--- src/core/timer_pkg.sv ---
// package for the gated sixteen-bit timer: register map, fields, resets.
// assumes a 32-bit classic wishbone slave with byte-wide registers in the low lane.
package timer_pkg;
  // ----------------------------------------------------------------
  // register offsets (byte addresses)
  // ----------------------------------------------------------------
  localparam logic [4:0] ADDR_TIMER_CONTROL = 5'h00;
  localparam logic [4:0] ADDR_GATE_CONTROL = 5'h04;
  localparam logic [4:0] ADDR_COUNT_LOW = 5'h08;
  localparam logic [4:0] ADDR_COUNT_HIGH = 5'h0c;
  localparam logic [4:0] ADDR_STATUS = 5'h10;
  // ----------------------------------------------------------------
  // timer_control fields
  // ----------------------------------------------------------------
  localparam int TC_CLOCK_SELECT_LSB = 6;
  localparam int TC_PRESCALE_LSB = 4;
  localparam int TC_OSC_ENABLE = 3;
  localparam int TC_NO_SYNC = 2;
  localparam int TC_RUN_ENABLE = 0;
  localparam logic [7:0] TC_WRITE_MASK = 8'hfd;
  // ----------------------------------------------------------------
  // gate_control fields, status flag bit and control reset value
  // ----------------------------------------------------------------
  localparam int GC_GATE_ENABLE = 7;
  localparam int GC_POLARITY = 6;
  localparam int GC_TOGGLE = 5;
  localparam int GC_SOURCE_LSB = 0;
  localparam logic [7:0] GC_WRITE_MASK = 8'he3;
  localparam int ST_OVERFLOW = 0;
  localparam logic [7:0] CTRL_RESET = 8'h00;
  // ----------------------------------------------------------------
  // encodings
  // ----------------------------------------------------------------
  typedef enum logic [1:0] {
    CS_INSTR = 2'h0, CS_SYSTEM = 2'h1, CS_EXTERNAL = 2'h2, CS_CAPOSC = 2'h3
  } clock_select_e;
  typedef enum logic [1:0] {
    GS_PIN = 2'h0, GS_EIGHT_BIT = 2'h1, GS_PERIOD = 2'h2, GS_WATCHDOG = 2'h3
  } gate_source_e;
  localparam logic [1:0] INSTR_DIV_LAST = 2'h3;
  localparam logic [7:0] BYTE_MAX = 8'hff;
  localparam logic [7:0] BYTE_ZERO = 8'h00;
  localparam logic [15:0] COUNT_MAX = 16'hffff;
endpackage : timer_pkg

--- src/core/pin_sync_if.sv ---
// carries synchronised pin levels and their one-cycle edge pulses.
// assumes one producer (pin_sync) and one consumer on the same clock.
interface pin_sync_if #(parameter int WIDTH = 4);
  logic [WIDTH-1:0] level;
  logic [WIDTH-1:0] rise;
  logic [WIDTH-1:0] fall;
  modport producer (output level, rise, fall);
  modport consumer (input level, rise, fall);
endinterface : pin_sync_if

--- src/core/pin_sync.sv ---
// three-stage synchroniser for asynchronous pins with edge pulses.
// assumes pins may change at any time relative to clk_in.
module pin_sync #(
  parameter int WIDTH = 4
) (
  input wire logic clk_in,                // system clock
  input wire logic sys_rst_in,            // synchronous reset, active high
  input wire logic [WIDTH-1:0] pins_in,   // raw pin levels
  pin_sync_if.producer sync_out           // filtered levels and edges
);
  logic [WIDTH-1:0] s1_ff, s2_ff, s3_ff, lvl_ff, rise_ff, fall_ff;
  logic [WIDTH-1:0] nxt_lvl, nxt_rise, nxt_fall;

  // a change counts only once the second and third stages agree
  always_comb begin
    nxt_lvl = lvl_ff;
    for (int i = 0; i < WIDTH; i++) begin
      if (s2_ff[i] == s3_ff[i]) begin
        nxt_lvl[i] = s3_ff[i];
      end
    end
    nxt_rise = nxt_lvl & ~lvl_ff;
    nxt_fall = ~nxt_lvl & lvl_ff;
  end

  always_ff @(posedge clk_in) begin
    if (sys_rst_in) begin
      s1_ff <= '0;
      s2_ff <= '0;
      s3_ff <= '0;
      lvl_ff <= '0;
      rise_ff <= '0;
      fall_ff <= '0;
    end else begin
      s1_ff <= pins_in;
      s2_ff <= s1_ff;
      s3_ff <= s2_ff;
      lvl_ff <= nxt_lvl;
      rise_ff <= nxt_rise;
      fall_ff <= nxt_fall;
    end
  end

  assign sync_out.level = lvl_ff;
  assign sync_out.rise = rise_ff;
  assign sync_out.fall = fall_ff;
endmodule // pin_sync

--- src/core/gated_timer.sv ---
// gated sixteen-bit timer/counter with a classic wishbone register port.
// assumes one 100 mhz clock; external clocks and the gate pin arrive as pins.
//
// Decided for this implementation: register access over Wishbone and the address map.
module gated_timer
  import timer_pkg::*;
(
  input wire logic clk_in,                 // 100 mhz system clock
  input wire logic sys_rst_in,             // synchronous reset, active high
  input wire logic wb_cyc_i,               // wishbone cycle
  input wire logic wb_stb_i,               // wishbone strobe
  input wire logic wb_we_i,                // wishbone write enable
  input wire logic [4:0] wb_adr_i,         // wishbone byte address
  input wire logic [3:0] wb_sel_i,         // wishbone byte selects
  input wire logic [31:0] wb_dat_i,        // wishbone write data
  output logic [31:0] wb_dat_o,            // wishbone read data
  output logic wb_ack_o,                   // wishbone acknowledge
  input wire logic external_clock_pin_in,  // external count clock pin
  input wire logic caposc_in,              // capacitive-sensing oscillator
  input wire logic crystal_in_pin_in,      // crystal oscillator input
  input wire logic gate_pin_in,            // gate pin
  input wire logic sleep_in,               // processor is in sleep
  input wire logic [7:0] eight_bit_timer_in,   // eight-bit timer value
  input wire logic [7:0] period_match_timer_in, // period-match timer value
  input wire logic [7:0] period_value_in,  // period-match timer period
  input wire logic watchdog_overflow_in,   // watchdog overflow level
  input wire logic watchdog_enable_setting_in, // watchdog enable setting
  output logic crystal_out_pin_out,        // crystal amplifier output
  output logic crystal_out_pin_oe_out,     // amplifier drive enable
  output logic watchdog_osc_enable_out,    // watchdog osc/prescaler/counter on
  output logic watchdog_reset_enable_out,  // watchdog may reset or wake
  output logic overflow_flag_out,          // overflow flag level
  output logic wake_out                    // one-cycle wake request
);
  // ----------------------------------------------------------------
  // pin synchronisers
  // ----------------------------------------------------------------
  localparam int PIN_EXT = 0;
  localparam int PIN_CAP = 1;
  localparam int PIN_XTAL = 2;
  localparam int PIN_GATE = 3;

  pin_sync_if #(.WIDTH(4)) pins ();

  pin_sync #(.WIDTH(4)) u_pin_sync (
    .clk_in(clk_in),
    .sys_rst_in(sys_rst_in),
    .pins_in({gate_pin_in, crystal_in_pin_in, caposc_in, external_clock_pin_in}),
    .sync_out(pins.producer)
  );

  // ----------------------------------------------------------------
  // state
  // ----------------------------------------------------------------
  logic [7:0] tctl_ff, nxt_tctl, gctl_ff, nxt_gctl;
  logic [15:0] count_ff, nxt_count;
  logic [2:0] presc_ff, nxt_presc;
  logic [1:0] idiv_ff, nxt_idiv;
  logic armed_ff, nxt_armed;
  logic ovf_ff, nxt_ovf;
  logic tog_ff, nxt_tog;
  logic gate_ok_ff, nxt_gate_ok;
  logic gsrc_ff, nxt_gsrc;
  logic ext_rise_d_ff, nxt_ext_rise_d;
  logic [7:0] t0_prev_ff, t2_prev_ff;
  logic t2_match_ff, nxt_t2_match;
  logic t0_pulse_ff, t2_pulse_ff, nxt_t0_pulse, nxt_t2_pulse;
  logic ack_ff, nxt_ack;
  logic [31:0] rdat_ff, nxt_rdat;
  logic wake_ff, nxt_wake;
  logic wdt_osc_ff, wdt_rst_ff;

  // ----------------------------------------------------------------
  // decode helpers
  // ----------------------------------------------------------------
  function automatic logic [2:0] presc_last(input logic [1:0] field);
    presc_last = 3'((4'h1 << field) - 4'h1);
  endfunction

  function automatic logic wr_hit(input logic [4:0] adr);
    wr_hit = wb_cyc_i && wb_stb_i && !ack_ff && wb_we_i && wb_sel_i[0]
             && (wb_adr_i == adr);
  endfunction

  logic run_en, gate_en, no_sync, osc_en, tog_mode, pol;
  logic [1:0] csel, psel, gsel;
  logic is_ext, ext_src, ext_src_rise, ext_src_fall, ext_edge;
  logic wr_low, wr_high, count_wr, tick, inc, count_en, async_ext;

  assign run_en = tctl_ff[TC_RUN_ENABLE];
  assign no_sync = tctl_ff[TC_NO_SYNC];
  assign osc_en = tctl_ff[TC_OSC_ENABLE];
  assign csel = tctl_ff[TC_CLOCK_SELECT_LSB +: 2];
  assign psel = tctl_ff[TC_PRESCALE_LSB +: 2];
  assign gate_en = gctl_ff[GC_GATE_ENABLE];
  assign pol = gctl_ff[GC_POLARITY];
  assign tog_mode = gctl_ff[GC_TOGGLE];
  assign gsel = gctl_ff[GC_SOURCE_LSB +: 2];
  assign wr_low = wr_hit(ADDR_COUNT_LOW);
  assign wr_high = wr_hit(ADDR_COUNT_HIGH);
  assign count_wr = wr_low || wr_high;
  assign is_ext = csel[1];
  assign async_ext = is_ext && no_sync;

  // ----------------------------------------------------------------
  // count clock selection
  // ----------------------------------------------------------------
  always_comb begin
    ext_src = 1'b0;
    ext_src_rise = 1'b0;
    ext_src_fall = 1'b0;
    case (clock_select_e'(csel))
      CS_EXTERNAL: begin
        if (osc_en) begin
          ext_src = pins.level[PIN_XTAL];
          ext_src_rise = pins.rise[PIN_XTAL];
          ext_src_fall = pins.fall[PIN_XTAL];
        end else begin
          ext_src = pins.level[PIN_EXT];
          ext_src_rise = pins.rise[PIN_EXT];
          ext_src_fall = pins.fall[PIN_EXT];
        end
      end
      CS_CAPOSC: begin
        ext_src = pins.level[PIN_CAP];
        ext_src_rise = pins.rise[PIN_CAP];
        ext_src_fall = pins.fall[PIN_CAP];
      end
      default: begin
        ext_src = 1'b0;
      end
    endcase
  end

  // synchronised mode adds one stage; switching modes can drop or repeat an edge
  assign ext_edge = no_sync ? ext_src_rise : ext_rise_d_ff;

  always_comb begin
    tick = 1'b0;
    case (clock_select_e'(csel))
      CS_INSTR: tick = !sleep_in && (idiv_ff == INSTR_DIV_LAST);
      CS_SYSTEM: tick = !sleep_in;
      // internal clocks stop in sleep; only the unsynchronised path keeps going
      default: tick = ext_edge && armed_ff && (no_sync || !sleep_in);
    endcase
  end

  // ----------------------------------------------------------------
  // gate path
  // ----------------------------------------------------------------
  always_comb begin
    nxt_t2_match = t2_match_ff;
    if (period_match_timer_in != t2_prev_ff) begin
      nxt_t2_match = (period_match_timer_in == period_value_in);
    end
    nxt_t0_pulse = (t0_prev_ff == BYTE_MAX) && (eight_bit_timer_in == BYTE_ZERO);
    nxt_t2_pulse = t2_match_ff && (t2_prev_ff != period_match_timer_in)
                   && (period_match_timer_in == BYTE_ZERO);
    case (gate_source_e'(gsel))
      GS_PIN: nxt_gsrc = pins.level[PIN_GATE];
      GS_EIGHT_BIT: nxt_gsrc = t0_pulse_ff;
      GS_PERIOD: nxt_gsrc = t2_pulse_ff;
      GS_WATCHDOG: nxt_gsrc = watchdog_overflow_in;
      default: nxt_gsrc = 1'b0;
    endcase
    nxt_tog = tog_ff;
    if (!tog_mode || !run_en) begin
      nxt_tog = 1'b0;
    end else if (nxt_gsrc && !gsrc_ff) begin
      nxt_tog = !tog_ff;
    end
    // registering the gate keeps a racing source off the count enable
    nxt_gate_ok = ((tog_mode ? nxt_tog : nxt_gsrc) == pol);
  end

  assign count_en = run_en && (!gate_en || gate_ok_ff);
  assign inc = count_en && tick && (presc_ff == presc_last(psel)) && !count_wr;

  // ----------------------------------------------------------------
  // counter, prescaler, arming, overflow
  // ----------------------------------------------------------------
  always_comb begin
    nxt_idiv = 2'(idiv_ff + 2'h1);
    nxt_ext_rise_d = ext_src_rise;
    nxt_count = count_ff;
    nxt_presc = presc_ff;
    nxt_armed = armed_ff;
    nxt_ovf = ovf_ff;
    nxt_wake = 1'b0;
    if (count_en && tick) begin
      nxt_presc = (presc_ff == presc_last(psel)) ? 3'h0 : 3'(presc_ff + 3'h1);
    end
    if (inc) begin
      nxt_count = 16'(count_ff + 16'h1);
    end
    if (wr_low) begin
      nxt_count[7:0] = wb_dat_i[7:0];
    end
    if (wr_high) begin
      nxt_count[15:8] = wb_dat_i[7:0];
    end
    if (count_wr) begin
      nxt_presc = 3'h0;
    end
    if (count_wr || !run_en) begin
      nxt_armed = 1'b0;
    end else if (ext_src_fall) begin
      nxt_armed = 1'b1;
    end
    if (wr_hit(ADDR_STATUS) && wb_dat_i[ST_OVERFLOW]) begin
      nxt_ovf = 1'b0;
    end
    // a rollover in the clearing cycle still sets the flag
    if (inc && (count_ff == COUNT_MAX)) begin
      nxt_ovf = 1'b1;
      nxt_wake = sleep_in && async_ext;
    end
  end

  // ----------------------------------------------------------------
  // register bus: one wait state, reads come from a register
  // ----------------------------------------------------------------
  always_comb begin
    nxt_ack = wb_cyc_i && wb_stb_i && !ack_ff;
    nxt_tctl = tctl_ff;
    nxt_gctl = gctl_ff;
    nxt_rdat = 32'h0;
    if (wr_hit(ADDR_TIMER_CONTROL)) begin
      nxt_tctl = wb_dat_i[7:0] & TC_WRITE_MASK;
    end
    if (wr_hit(ADDR_GATE_CONTROL)) begin
      nxt_gctl = wb_dat_i[7:0] & GC_WRITE_MASK;
    end
    if (wb_cyc_i && wb_stb_i && !ack_ff && !wb_we_i) begin
      case (wb_adr_i)
        ADDR_TIMER_CONTROL: nxt_rdat[7:0] = tctl_ff;
        ADDR_GATE_CONTROL: nxt_rdat[7:0] = gctl_ff;
        ADDR_COUNT_LOW: nxt_rdat[7:0] = count_ff[7:0];
        ADDR_COUNT_HIGH: nxt_rdat[7:0] = count_ff[15:8];
        ADDR_STATUS: nxt_rdat[ST_OVERFLOW] = ovf_ff;
        default: nxt_rdat = 32'h0;
      endcase
    end
  end

  always_ff @(posedge clk_in) begin
    if (sys_rst_in) begin
      tctl_ff <= CTRL_RESET;
      gctl_ff <= CTRL_RESET;
      count_ff <= '0;
      presc_ff <= '0;
      idiv_ff <= '0;
      armed_ff <= 1'b0;
      ovf_ff <= 1'b0;
      tog_ff <= 1'b0;
      gate_ok_ff <= 1'b0;
      gsrc_ff <= 1'b0;
      ext_rise_d_ff <= 1'b0;
      t0_prev_ff <= '0;
      t2_prev_ff <= '0;
      t2_match_ff <= 1'b0;
      t0_pulse_ff <= 1'b0;
      t2_pulse_ff <= 1'b0;
      ack_ff <= 1'b0;
      rdat_ff <= '0;
      wake_ff <= 1'b0;
      wdt_osc_ff <= 1'b0;
      wdt_rst_ff <= 1'b0;
    end else begin
      tctl_ff <= nxt_tctl;
      gctl_ff <= nxt_gctl;
      count_ff <= nxt_count;
      presc_ff <= nxt_presc;
      idiv_ff <= nxt_idiv;
      armed_ff <= nxt_armed;
      ovf_ff <= nxt_ovf;
      tog_ff <= nxt_tog;
      gate_ok_ff <= nxt_gate_ok;
      gsrc_ff <= nxt_gsrc;
      ext_rise_d_ff <= nxt_ext_rise_d;
      t0_prev_ff <= eight_bit_timer_in;
      t2_prev_ff <= period_match_timer_in;
      t2_match_ff <= nxt_t2_match;
      t0_pulse_ff <= nxt_t0_pulse;
      t2_pulse_ff <= nxt_t2_pulse;
      ack_ff <= nxt_ack;
      rdat_ff <= nxt_rdat;
      wake_ff <= nxt_wake;
      wdt_osc_ff <= gate_en && (gsel == GS_WATCHDOG);
      wdt_rst_ff <= watchdog_enable_setting_in;
    end
  end

  assign wb_ack_o = ack_ff;
  assign wb_dat_o = rdat_ff;
  assign overflow_flag_out = ovf_ff;
  assign wake_out = wake_ff;
  // oscillator drive stays on through sleep; it follows only its enable bit
  assign crystal_out_pin_out = osc_en;
  assign crystal_out_pin_oe_out = osc_en;
  assign watchdog_osc_enable_out = wdt_osc_ff;
  assign watchdog_reset_enable_out = wdt_rst_ff;
endmodule // gated_timer

--- config.mk ---
export PLATFORM = sky130hd
export DESIGN_NAME = gated_timer
export DESIGN_NICKNAME = d
export VERILOG_FILES = /design/src/core/timer_pkg.sv /design/src/core/pin_sync_if.sv /design/src/core/pin_sync.sv /design/src/core/gated_timer.sv
export SDC_FILE = /design/constraint.sdc
export NUM_CORES = 1
export LEC_CHECK = 0
export ABC_AREA = 1
export BUFFER_PORTS_ARGS = -buffer_cell sky130_fd_sc_hd__buf_2
export CORE_ASPECT_RATIO = 1.4
export CORE_UTILIZATION = 55
export CTS_BUF_LIST = sky130_fd_sc_hd__clkbuf_4
export CTS_CLUSTER_DIAMETER = 50
export DETAILED_ROUTE_END_ITERATION = 8
export GPL_TIMING_DRIVEN = 0
export PLACE_DENSITY = 0.78
export SLEW_MARGIN = 20
export SYNTH_ARGS = -nofsm -noshare
export SYNTH_HDL_FRONTEND = slang
export SYNTH_HIERARCHICAL = 1
export SYNTH_SLANG_ARGS = --single-unit
--- constraint.sdc ---
create_clock -name clk_in -period 2 [get_ports clk_in]
set_input_delay 0.4 -clock clk_in [delete_from_list [all_inputs] [get_ports clk_in]]
set_output_delay 0.4 -clock clk_in [all_outputs]
set_load 0.005 [all_outputs]
==> out/qor.yml <==
placement:
  dp.cells: 834
  gp_congestion: 0.953
  dp.final_hpwl_um: 8610
  io_buffer_count: 64
final_layout:
  post-route-util: 0.654
  nFillCells: 750
  nets: 825
  syn_to_final_growth_pct: 15.1
  final_cell_mix: "143 x nand2_1, 91 x dfxtp_1, 89 x inv_1"
  drive_above_1_share: 0.193
  diodes: 0
  finalNonFillerCells: 852
  layout_commonest_cell: "nand2_1"
power:
  power_density_nw_per_um2: 602
  peakVddDrop_v: 0.000578
  finalPower_mw: 3.21
  p_leak_nw: 2.52
clocking:
  clock-sinks: 92
  cts_root_buf: "clkbuf_4"
  numCtsBuffers: 9
  cts_tree: "done"
  max-clock-path-buffers: 2
  htree_levels: 3
  path_clk_slew_ps: 150
  cts_hold_buf: 0
  clock_latency_ps: 460
worst_setup_path:
  required_ps: 2380
  startpoint_type: "register"
  startpoint: "count_ff[1]"
  crit_type: "reg2reg"
  worstPathMaxFanout: 4
  arrival_ps: 2190
  rr_endpoint: "wake_out"
  regToRegSetupSlack_ps: 190
  rr_startpoint: "count_ff[1]"
  end_kind: "register"
  worstRegToRegCells: 9
run_status:
  outcome: "complete, no violations"
sta:
  finalCritPeriodShare: 0.905
  whs_ps: 127
  setup_viol: 0
  period_needed_ps: 1810
  slew_headroom: 0.596
  clock.fmax_mhz: 552
  fin_worst_skew_ps: 14.6
  hold_viol_final: 0
  rsz0062_at_grt: "false"
  worst_slew_pin_slew_ps: 605
  slew_viol_final: 0
drt:
  drc: 0
  vias_per_cell: 5.11
  antenna_left: 0
  first_pass_iters: 6
  drt-initial-drc-count: 263
  drt_wl_total_um: 10900
  num_vias: 4352
  wl_per_cell_um: 12.8
floorplanning:
  die_y_um: 111
  die_w_um: 79.6
  num_rows: 39
  initial_core_util: 0.568
  core_sq_um: 8150
  io_pins: 116
  dieArea_sq_um: 8800
worst_hold_path:
  min_path_type: "in2reg"
  hp-start: "gate_pin_in"
  hold_depth: 3
  worst_hold_path.endpoint: "u_pin_sync/s1_ff[3]"
grt:
  grt_pass1_vias: 4055
  grtUsageTotal: 0.259
  grt_max_degree: 17
  antenna_found_initial: 0
  grt_pass1_wl_um: 17600
  overflow: 0
yosys:
  ys_warn_count: 6
  syn_avg_cell_area_sq_um: 7.18
  synth.cell_area_sq_um: 4630
  netlist_instances: 645
run:
  drv_cap: 0
-- stage by stage --
| step | instance area, sq um | setup TNS (ps) | setup WS [ps] |
|---|---|---|---|
| floorplan | 4720 | 0 | 435 |
| global placement | 5160 | -1240 | -132 |
| detailed placement | 5160 | -885 | -98.2 |
| CTS | 5310 | 0 | 85.8 |
| global route | 5330 | 0 | 3.10 |
| finish | 5330 | 0 | 189 |
-- metal layers --
layer / global-route usage / share of wire / vias up
met5: 0 / 0 / -
met4: 0.130 / 0.040 / 0
met3: 0.0537 / 0.044 / 35
met2: 0.477 / 0.54 / 138
met1: 0.267 / 0.38 / 1975
li1: - / - / 2204
-- area by class of cell --
class / instances / area [sq um] / share of cell area
Clock buffer: 9 / 67.6 / 0.0127
Multi-Input combinational cell: 442 / 2240 / 0.421
Clock inverter: 7 / 75.1 / 0.0141
Buffer: 37 / 270 / 0.0507
Inverter: 97 / 369 / 0.0692
Tap cell: 102 / 128 / 0.0239
Timing Repair Buffer: 66 / 335 / 0.0629
Sequential cell: 92 / 1840 / 0.346
-- state kept, by name, summed over array words and instances (netlist names), 5 cells and up --
register    cells
count_ff       16
t2_prev_ff      8
tctl_ff         7
t0_prev_ff      8
wb_dat_o        8
gctl_ff         5
-- worst max-delay path by stage --
stage                     slack (ps)            end
after detailed placement        -100  t0_prev_ff[0]
final                            190       wake_out
after floorplan                  440     tctl_ff[5]
after global routing               3       wake_out
after CTS                         90       wake_out
after global placement          -130  t2_prev_ff[0]
-- power by group --
| part | internal, mW | switching (mW) | leakage, nW |
|---|---|---|---|
| Sequential | 1.87 | 0.0145 | 0.749 |
| Combinational | 0.122 | 0.163 | 1.69 |
| Clock | 0.390 | 0.649 | 0.0807 |
-- critical path, cell delays in order (launching register included) --
cell and delay (ps):
dfxtp_1 430, ha_1 190, nand2_1 70, inv_1 90
nand2_1 70, nor2_1 190, nand2_1 110, nor4_2 190
nand3b_1 210, nor2_1 180
-- repair_timing --
action | 4_1_cts | 5_1_grt
buffers inserted | 0 | 2
gates resized for setup | 0 | 2
setup endpoints to repair | 0 | 2
(Power assumes the default switching activity.)
